--- config.mk ---
export PLATFORM = sky130hd
export DESIGN_NAME = uci_channel
export DESIGN_NICKNAME = d
export VERILOG_FILES = /design/src/include/uci_pkg.sv /design/src/hdl/uci_sync3.sv /design/src/hdl/uci_channel.sv
export SDC_FILE = /design/constraint.sdc
export NUM_CORES = 1
export LEC_CHECK = 0
export ABC_AREA = 1
export BUFFER_PORTS_ARGS = -buffer_cell sky130_fd_sc_hd__buf_2
export CAP_MARGIN = 20
export CORE_ASPECT_RATIO = 1.25
export CORE_MARGIN = 2
export CORE_UTILIZATION = 45
export CTS_BUF_LIST = sky130_fd_sc_hd__clkbuf_2
export DETAILED_ROUTE_END_ITERATION = 10
export GPL_TIMING_DRIVEN = 0
export PLACE_DENSITY = 0.72
export SETUP_SLACK_MARGIN = 0.02
export SLEW_MARGIN = 20
export SYNTH_ARGS = -nofsm -noshare
export SYNTH_HDL_FRONTEND = slang
export SYNTH_SLANG_ARGS = --single-unit
--- constraint.sdc ---
create_clock -name clk_in -period 1.3 [get_ports clk_in]
set_clock_uncertainty 0.1 [all_clocks]
set_input_delay 0.065 -clock clk_in [delete_from_list [all_inputs] [get_ports clk_in]]
set_output_delay 0.065 -clock clk_in [all_outputs]
set_load 0.02 [all_outputs]
--- src/include/uci_pkg.sv ---
// Purpose: Shared constants and types for one UART channel's interrupt logic
// Assumes: One instance per channel, byte-wide register port with 3-bit offset
// Notes:   Identification codes are the 6-bit source field of the ident register
package uci_pkg;

    // ************************************************************
    // Register offsets
    // ************************************************************
    localparam logic [2:0] ADDR_TX_HOLDING = 3'h0;
    localparam logic [2:0] ADDR_INT_ENABLE = 3'h1;
    localparam logic [2:0] ADDR_INT_IDENT  = 3'h2;

    // ************************************************************
    // Interrupt enable field positions and reset
    // ************************************************************
    localparam int IE_RX_DATA  = 0;
    localparam int IE_TX_EMPTY = 1;
    localparam int IE_LINE     = 2;
    localparam int IE_MODEM    = 3;
    localparam int IE_SLEEP    = 4;
    localparam int IE_XOFF     = 5;
    localparam int IE_RTS      = 6;
    localparam int IE_CTS      = 7;
    localparam logic [7:0] IE_RESET = 8'h00;

    // Line status error bits that can raise the line status source
    localparam int LS_ERR_HI = 4;
    localparam int LS_ERR_LO = 1;

    // ************************************************************
    // Identification codes, bits 5:0, highest priority first
    // ************************************************************
    localparam logic [5:0] ID_LINE    = 6'h06;
    localparam logic [5:0] ID_TIMEOUT = 6'h0c;
    localparam logic [5:0] ID_RX_DATA = 6'h04;
    localparam logic [5:0] ID_TX_RDY  = 6'h02;
    localparam logic [5:0] ID_MODEM   = 6'h00;
    localparam logic [5:0] ID_XOFF    = 6'h10;
    localparam logic [5:0] ID_FLOW    = 6'h20;
    localparam logic [5:0] ID_NONE    = 6'h01;
    localparam int         ID_PEND_N  = 0;
    localparam logic [1:0] ID_FIFO_ON  = 2'h3;
    localparam logic [1:0] ID_FIFO_OFF = 2'h0;
    localparam logic [7:0] ID_RESET    = {ID_FIFO_OFF, ID_NONE};

    // ************************************************************
    // Carriers
    // ************************************************************
    // Register port request from the host
    typedef struct packed {
        logic [2:0] addr;
        logic [7:0] wdata;
        logic       wr;
        logic       rd;
    } uci_bus_s;

    // Status from the surrounding UART logic, all on clk_in
    typedef struct packed {
        logic [7:0] line_status;   // Line status register image
        logic       rx_data_ready; // Receive data available (level)
        logic       rx_timeout;    // Receive time-out (level)
        logic       tx_empty;      // Transmit holding/FIFO empty (level)
        logic       modem_change;  // Any modem status change bit set (level)
        logic       modem_status_read; // Host read of modem status (pulse)
        logic       xoff_match;    // Xoff or special character seen (pulse)
        logic       xoff_release;  // Xon or next character seen (pulse)
        logic       rts_level;     // Current RTS output level
        logic       enh_enable;    // Enhanced function enable, feature reg bit 4
        logic       fifo_enable;   // FIFO enable control
    } uci_src_s;

    // State of one channel, apart from the CTS synchroniser
    typedef struct packed {
        logic [7:0] tx_hold;
        logic       tx_wr;
        logic [7:0] int_enable;
        logic [7:0] int_ident;
        logic [7:0] rdata;
        logic       irq;
        logic       sleep;
        logic       tx_pend;
        logic       xoff_pend;
        logic       cts_pend;
        logic       rts_pend;
        logic       cts_prev;
        logic       rts_prev;
        logic       tx_empty_prev;
    } uci_state_s;

endpackage

--- src/hdl/uci_sync3.sv ---
// Purpose: Three-stage synchroniser for a pin level
// Assumes: Input is asynchronous to clk_in
// Notes:   Output moves only when stages two and three agree
`timescale 1ns/1ps
module uci_sync3 (
    input  wire logic clk_in,   // Core clock
    input  wire logic rst_in,   // Async reset, active high
    input  wire logic pin_in,   // Asynchronous level
    output logic      level_out // Filtered, synchronised level
);

    // ************************************************************
    // Synchroniser chain
    // ************************************************************
    typedef struct packed {
        logic s1;
        logic s2;
        logic s3;
        logic lvl;
    } uci_sync_s;

    uci_sync_s q;
    uci_sync_s next_q;

    // Stage one feeds only stage two, so a metastable sample never fans out
    always_comb begin
        next_q    = q;
        next_q.s1 = pin_in;
        next_q.s2 = q.s1;
        next_q.s3 = q.s2;
        if (q.s2 == q.s3) begin
            next_q.lvl = q.s3;
        end
    end

    // Reset to low: a pin starting high shows a rising edge once the chain fills after reset
    always_ff @(posedge clk_in or posedge rst_in) begin
        if (rst_in) begin
            q <= '0;
        end else begin
            q <= next_q;
        end
    end

    assign level_out = q.lvl;

endmodule

--- src/hdl/uci_channel.sv ---
// Purpose: Interrupt enable, identification and transmit holding port of one UART channel
// Assumes: Host strobes are one cycle, never both at once; status inputs are on clk_in
// Notes:   Instantiate once per channel; instances share nothing
//
// Added by the designer: strobed register access.
`timescale 1ns/1ps
module uci_channel (
    input  wire logic              clk_in,       // Core clock, 200 MHz
    input  wire logic              rst_in,       // Master reset, async, active high
    input  wire uci_pkg::uci_bus_s bus_in,       // Host register request
    input  wire uci_pkg::uci_src_s src_in,       // Status from UART logic
    input  wire logic              cts_pin_in,   // CTS pin, asynchronous
    output logic [7:0]             rdata_out,    // Read data, cycle after read strobe
    output logic [7:0]             tx_data_out,  // Transmit holding content
    output logic                   tx_write_out, // One-cycle pulse per holding write
    output logic [7:0]             int_enable_out, // Interrupt enable image
    output logic                   sleep_out,    // Sleep mode request
    output logic                   irq_out       // Channel interrupt, active high
);

    // ************************************************************
    // State
    // ************************************************************
    uci_pkg::uci_state_s q;
    uci_pkg::uci_state_s next_q;

    logic       cts_level;
    logic       enh;
    logic       wr_hold;
    logic       wr_ie;
    logic       rd_ident;
    logic       src_line;
    logic       src_timeout;
    logic       src_rx;
    logic       src_tx;
    logic       src_modem;
    logic       src_xoff;
    logic       src_flow;
    logic [5:0] next_code;
    logic [7:0] next_ident;

    // ************************************************************
    // Pin synchroniser
    // ************************************************************
    // CTS comes from the pin, so it is filtered before any edge is looked for
    uci_sync3 u_cts_sync (
        .clk_in    (clk_in),
        .rst_in    (rst_in),
        .pin_in    (cts_pin_in),
        .level_out (cts_level)
    );

    // ************************************************************
    // Decode and source gating
    // ************************************************************
    // Address decode of the host strobes
    assign wr_hold  = bus_in.wr && (bus_in.addr == uci_pkg::ADDR_TX_HOLDING);
    assign wr_ie    = bus_in.wr && (bus_in.addr == uci_pkg::ADDR_INT_ENABLE);
    assign rd_ident = bus_in.rd && (bus_in.addr == uci_pkg::ADDR_INT_IDENT);
    assign enh      = src_in.enh_enable;

    // Each source is gated by its enable bit (time-out shares bit 0 with receive data), Xoff and flow also by enh; status itself runs on
    assign src_line    = q.int_enable[uci_pkg::IE_LINE] &&
                         (|src_in.line_status[uci_pkg::LS_ERR_HI:uci_pkg::LS_ERR_LO]);
    assign src_timeout = q.int_enable[uci_pkg::IE_RX_DATA] && src_in.rx_timeout;
    assign src_rx      = q.int_enable[uci_pkg::IE_RX_DATA] && src_in.rx_data_ready;
    assign src_tx      = q.int_enable[uci_pkg::IE_TX_EMPTY] && q.tx_pend;
    assign src_modem   = q.int_enable[uci_pkg::IE_MODEM] && src_in.modem_change;
    assign src_xoff    = q.int_enable[uci_pkg::IE_XOFF] && enh && q.xoff_pend;
    // Flow edges need the enhanced enable as well as their own bit
    assign src_flow    = enh && ((q.int_enable[uci_pkg::IE_CTS] && q.cts_pend) ||
                                 (q.int_enable[uci_pkg::IE_RTS] && q.rts_pend));

    // ************************************************************
    // Priority encoder
    // ************************************************************
    // Seven levels, line status highest, flow-control rise lowest
    always_comb begin
        if (src_line) begin
            next_code = uci_pkg::ID_LINE;
        end else if (src_timeout) begin
            next_code = uci_pkg::ID_TIMEOUT;
        end else if (src_rx) begin
            next_code = uci_pkg::ID_RX_DATA;
        end else if (src_tx) begin
            next_code = uci_pkg::ID_TX_RDY;
        end else if (src_modem) begin
            next_code = uci_pkg::ID_MODEM;
        end else if (src_xoff) begin
            next_code = uci_pkg::ID_XOFF;
        end else if (src_flow) begin
            next_code = uci_pkg::ID_FLOW;
        end else begin
            next_code = uci_pkg::ID_NONE;
        end
    end

    // FIFO status mirrors the enable control in the top two bits
    assign next_ident = {(src_in.fifo_enable ? uci_pkg::ID_FIFO_ON : uci_pkg::ID_FIFO_OFF),
                         next_code};

    // ************************************************************
    // Next state
    // ************************************************************
    always_comb begin
        next_q          = q;
        next_q.tx_wr    = 1'b0;
        next_q.rdata    = 8'h00;
        next_q.cts_prev = cts_level;
        next_q.rts_prev = src_in.rts_level;
        next_q.tx_empty_prev = src_in.tx_empty;

        // Host write of the transmit holding register hands a byte to the tx path
        if (wr_hold) begin
            next_q.tx_hold = bus_in.wdata;
            next_q.tx_wr   = 1'b1;
        end

        // All eight enable bits are plain storage, each independent
        if (wr_ie) begin
            next_q.int_enable = bus_in.wdata;
        end

        // Sleep only honoured with enhanced functions on
        next_q.sleep = next_q.int_enable[uci_pkg::IE_SLEEP] && enh;

        // Read data: holding register is write-only and reads as zero
        if (bus_in.rd) begin
            unique case (bus_in.addr)
                uci_pkg::ADDR_INT_ENABLE: next_q.rdata = q.int_enable;
                uci_pkg::ADDR_INT_IDENT:  next_q.rdata = q.int_ident;
                default:                  next_q.rdata = 8'h00;
            endcase
        end

        // Transmit empty: cleared by a holding write or an ident read showing ID_TX_RDY,
        // but a fresh empty edge in that same cycle wins over the clear
        if (wr_hold || (rd_ident && q.int_ident[5:0] == uci_pkg::ID_TX_RDY)) begin
            next_q.tx_pend = 1'b0;
        end
        if (src_in.tx_empty && !q.tx_empty_prev) begin
            next_q.tx_pend = 1'b1;
        end
        if (!src_in.tx_empty) begin
            next_q.tx_pend = 1'b0;
        end

        // Xoff/special: cleared by ident read or release character; set wins
        if (rd_ident || src_in.xoff_release) begin
            next_q.xoff_pend = 1'b0;
        end
        if (src_in.xoff_match) begin
            next_q.xoff_pend = 1'b1;
        end

        // Flow rises: cleared by ident or modem status read; set wins
        if (rd_ident || src_in.modem_status_read) begin
            next_q.cts_pend = 1'b0;
            next_q.rts_pend = 1'b0;
        end
        if (cts_level && !q.cts_prev) begin
            next_q.cts_pend = 1'b1;
        end
        if (src_in.rts_level && !q.rts_prev) begin
            next_q.rts_pend = 1'b1;
        end

        // Indication holds still during its own read, resumes the cycle after
        if (!rd_ident) begin
            next_q.int_ident = next_ident;
            next_q.irq       = !next_ident[uci_pkg::ID_PEND_N];
        end
    end

    // ************************************************************
    // Registers
    // ************************************************************
    // Transmit holding content is deliberately not reset: master reset leaves it as is
    always_ff @(posedge clk_in or posedge rst_in) begin
        if (rst_in) begin
            q.tx_wr         <= 1'b0;
            q.int_enable    <= uci_pkg::IE_RESET;
            q.int_ident     <= uci_pkg::ID_RESET;
            q.rdata         <= 8'h00;
            q.irq           <= 1'b0;
            q.sleep         <= 1'b0;
            q.tx_pend       <= 1'b0;
            q.xoff_pend     <= 1'b0;
            q.cts_pend      <= 1'b0;
            q.rts_pend      <= 1'b0;
            q.cts_prev      <= 1'b0;
            q.rts_prev      <= 1'b0;
            q.tx_empty_prev <= 1'b0;
        end else begin
            q <= next_q;
        end
    end

    // ************************************************************
    // Outputs, all straight from flops
    // ************************************************************
    // One channel per instance keeps the two channels fully apart
    assign rdata_out    = q.rdata;
    assign tx_data_out  = q.tx_hold;
    assign tx_write_out = q.tx_wr;
    assign int_enable_out = q.int_enable;
    assign sleep_out    = q.sleep;
    assign irq_out      = q.irq;

endmodule

==> Word-level counts from Yosys, hierarchy flattened <==
Cells that the tools add are included.
{ "totals": {"register_bits": 46, "wordCells": 77, "in_bits": 34} }
{ "op_classes": {"reduce_logical": 32, "muxes": 20, "eq_ne": 5, "bitwise": 1} }
{ "op_table": {"columns": ["cell", "n"], "rows": [
  ["two-way mux 6 bit", 7],
  ["logical AND 1 bit", 18],
  ["case mux 8 bit (2 select lines)", 1],
  ["two-way mux 1 bit", 8],
  ["two-way mux 8 bit", 1],
  ["equality test 6 x 2 -> 1 bit (second input constant)", 1],
  ["nonzero test 2 bit", 3],
  ["two-way mux 5 bit", 1],
  ["logical NOT 1 bit", 4],
  ["logical OR 1 bit", 4],
  ["two-way mux 2 bit", 2],
  ["OR reduction 4 bit", 1],
  ["equality test 3 x 1 -> 1 bit (second input constant)", 1],
  ["equality test 3 x 2 -> 1 bit (second input constant)", 1],
  ["logical NOT 3 bit", 1],
  ["inequality test 3 x 1 -> 1 bit (second input constant)", 1],
  ["AND reduction 2 bit", 1],
  ["equality test 1 bit", 1],
  ["NOT 1 bit", 1]
]} }

==> Logic depth before layout (Yosys ltp) <==
{ "logic_depth": {"ltp_word": 11, "mapped_depth": 7} }

==> Cells and area by module <==
Synthesis repeated with hierarchy kept, for this count alone.
{ "unflattened": {"hier_cells": 196, "hier_area_um2": 1939.4} }
{ "modules_own_cells": {"columns": ["module", "area_per_inst_um2", "n_inst", "cells_per_inst"], "rows": [
  ["uci_channel", 1819.2, 1, 187],
  ["uci_sync3", 120.1, 1, 9]
]} }

==> Worst setup path after synthesis <==
OpenSTA, ideal clock, no wires.
{ "synth_timing": {"path_kind": "in2reg", "start": "input port bus_in[1] (netlist name)", "end": "register q, in the netlist tx_data_out[0] (enable)", "t_arrival_ns": 0.761, "path_stages": 5, "path_buffers": 1, "setup_ns": 0.371, "t_required_ns": 0.829, "path_slack_ns": 0.068, "path_cell_list": "buf_6 inv_1 nor2_1 nand2_1 nor2_1"} }
{ "synth_between": {"elab_chain_len": 2} }
{ "synth_lines": {"columns": ["item", "line_no", "text"], "rows": [
  ["from (decl)", "uci_channel.sv:10", "input wire uci_pkg::uci_bus_s bus_in,"],
  ["logical AND 1 bit", "uci_channel.sv:57", "assign wr_hold = bus_in.wr && (bus_in.addr == uci_pkg::ADDR_TX_HOLDING);"],
  ["AND reduction 2 bit (no source line)", null, null],
  ["to (signal assigned)", "uci_channel.sv:195", "q <= next_q;"],
  ["to (decl)", "uci_channel.sv:24", "uci_pkg::uci_state_s q;"]
]} }
No other way between the ends.
A chain may end at the register's enable or synchronous reset.

==> Worst setup path after layout <==
{ "layout_timing": {"start": "register q, in the netlist int_enable_out[0]", "end": "output port int_enable_out[0]"} }
{ "layout_lines": {"columns": ["item", "line_no", "text"], "rows": [
  ["to (decl)", "uci_channel.sv:16", "output logic [7:0] int_enable_out,"]
]} }
No word-level cell between the ends.

==> summary.md <==
| Metric | Value |
|---|---|
| RSZ-0062 raised after global routing | `true` |
| Vias/cell | `approximately 4.7` |
| CP Launch Point | `int_enable_out[0]` |
| Average size of a mapped cell | `10.0 um2` |
| Most common cell after layout, fill and taps aside | `nand2_1` |
| Measured slew at the worst slew-check pin | `between 0.7 and 0.8 ns` |
| ANT nets after route | `0` |
| H-tree Lvls | `2` |
| Number of global-route vias before repair | `roughly 1600` |
| Area grow syn2layout | `44.3%` |
| Post-synth ARST share | `a little over 80%` |
| Starting Density | `between 40% and 50%` |
| Die W | `62.6 um` |
| Most used cell, CP | `buf_6` |
| First-pass DRT Iterations | `6` |
| Initial DRC count | `74` |
| Worst reg2reg setup slack | `0.04 ns` |
| Post-synthesis sequential area ratio | `between 60 and 70%` |
| Fmax | `roughly 0.78 GHz` |
| Cell Area, Synth | `1930 um2` |
| Initial antenna violation count | `0` |
| First-pass GRT wire length | `between 7000 and 8000 um` |
| Final Total Pwr | `0.00306 W` |
| Instance count on the critical path | `2` |
| HP Class | `input pin to async pin` |
| Met3 WL post-DR | `~200 um` |
| Period utilization | `a little over nine tenths` |
| Hpwl dp | `~2700 um` |
| Die Y | `between 70 and 80 um` |
| Top FF cell, synth | `dfrtp_1` |
| Max_cap viols | `0` |
| Crit-path slowest cell | `dfrtp_1` |
| DR vias | `1575` |
| EDFF count, synth | `8` |
| Largest net degree at the start of global routing | `38` |
| PortBufs | `54` |
| Antenna diode count | `0` |
| Syn_nets | `226` |
| Rows | `26` |
| Synth Instances | `approximately 190` |
| Required time of the critical path | `between 1 and 1.5 ns` |
| Core region area | `~4000 um2` |
| Most frequent cells in the layout | `38 x nand2_1, 36 x dfrtp_1, 32 x dlygate4sd3_1` |
| TritonCTS Buffers | `5` |
| Worst Path Max Fanout | `2` |
| Routed WL | `4630 um` |
| Met2 Routed Length | `roughly 2500 um` |
| Grt ovf | `0` |
| CTS Sinks | `45` |
| Critical Path End | `int_enable_out[0]` |
| VDD IR max | `0.805 mV` |
| CP top delay family | `flip-flops` |
| CP Class | `register to primary output` |
| Post-Route M1 WL | `1850 um` |
| Reg-to-Reg Start | `int_enable_out[6]` |
| Total placed cells including tap cells | `302` |
| RePlAce Congestion | `approximately 0.85` |
| Finished Layout Cells | `about 340` |
| Minimum clock period | `~1.3 ns` |
| Tot GR Track Use | `between 20% and 30%` |
| Setup crit end kind | `primary output` |
| Final hold viol count | `48` |
| Pins over their slew limit | `0` |
| Post-CTS Hold Buffers | `32` |
| Later-pin clock latency in the skew report | `0.43 ns` |
| DR DRC count | `0` |
| CP max stage delay | `approximately 0.45 ns` |
| Flops & latches, synth | `45` |
| Failing checks | `negative hold slack` |
| Core Util, Final | `roughly two thirds` |
| Run status | `complete, but fails checks` |
| Die area | `approximately 4800 um2` |
| Num ports | `61` |
| Max transition margin | `between 40% and 50%` |
| Cell depth of the worst flop-to-flop path | `7` |
| Top routing layer used | `met4` |
| Critical Path Start Type | `register` |
| Worst EP arrival | `approximately 1.1 ns` |
| Synth unique cells | `26` |
| Synth warn | `0` |
| Pwr/cell area | `~1100 nW/um2` |
| Clk slew on worst S/H paths | `0.23 ns` |
| CTS tree | `built` |
| Per-cell routed wire length | `approximately 14 um` |
| Number of setup violations in the final report | `0` |
| Fraction of layout cells with a size suffix above 1 | `between 30% and 40%` |
| Nets | `between 300 and 400` |
| Hold Worst Slack | `-0.355 ns` |
| Crit path cell chain | `buf_6 > buf_6` |
| Leak Pwr | `between 1 and 1.5 nW` |
| R2r endpoint | `irq_out` |
| Max Root-Sink Buffers | `2` |
| CTS root buf | `clkbuf_2` |
| Crit path buf inv count | `2` |
power breakdown:
group	switching, W	internal (W)
combinational	0.000412	0.000424
clock	0.000428	0.000144
sequential	0.0000792	0.00157
total	0.000920	0.00214
logic make-up after synthesis:
kind of cell	count (synthesis)	share of synthesized area (%)
simple gates	81	19.1
buf+inv	48	15.0
flops	45	60.5
compound gates	17	4.86
fa+ha+maj	1	0.519
state kept, by name, summed over array words and instances, names as in the netlist:
register,cells
sleep_out,1
tx_write_out,1
u_cts_sync.q,1
u_cts_sync.level_out,1
tx_data_out,8
u_cts_sync.next_q,2
int_enable_out,8
q,14
irq_out,1
rdata_out,8
through the flow:
step	setup TNS [ns]	setup slack (ns)	hold WS (ns)	cell area, um2
finish	0	0.0135	-0.355	2780
floorplan	0	0.0678	-0.00357	1930
global placement	-7.40	-0.181	0.0741	2270
CTS	0	0.0111	-0.339	2750
global route	-0.139	-0.0398	-0.312	2780
detailed placement	-1.25	-0.157	0.0746	2270
layout make-up:
type	count	area, um2
Buffer	14	125
Clock buffer	7	35.0
Clock inverter	1	3.75
Fill cell	328	1320
Inverter	19	71.3
Multi-Input combinational cell	99	488
Sequential cell	45	1170
Tap cell	56	70.1
Timing Repair Buffer	97	823
cell usage after synthesis, types with 2 or more instances:
master	number	area (um2)
edfxtp_1	8	240
nand3_1	23	115
dfrtp_1	36	901
nor2_1	12	45.0
buf_4	25	188
inv_1	18	67.6
o21ai_1	2	10.0
buf_6	2	22.5
nand2_1	39	146
o21ai_0	10	50.1
a21oi_1	2	10.0
what timing repair did:
item / CTS / global route
resized for setup: 27 / 31
endpoints found under the setup margin: 16 / 27
pin swaps: 0 / 3
buffers inserted: 8 / 3
hold endpoints to repair: 81 / 51
worst min path at each step:
stage                     depth (start not counted)                    to        from  slack [ns]
after floorplan                                   0                  q[0]   src_in[7]      -0.004
after global routing                              2          tx_write_out      rst_in       -0.31
after global placement                            1  u_cts_sync.next_q[2]  cts_pin_in        0.07
after detailed placement                          1  u_cts_sync.next_q[2]  cts_pin_in        0.07
final                                             2          rdata_out[6]      rst_in       -0.36
after CTS                                         2     int_enable_out[2]      rst_in       -0.34
metal layers:
layer / GRT usage [%] / vias to the layer above
met5: 0 / -
met4: 9.78 / 0
met3: 4.84 / 13
met2: 36.1 / 48
met1: 22.1 / 744
li1: - / 770
(Power assumes the default switching activity.)
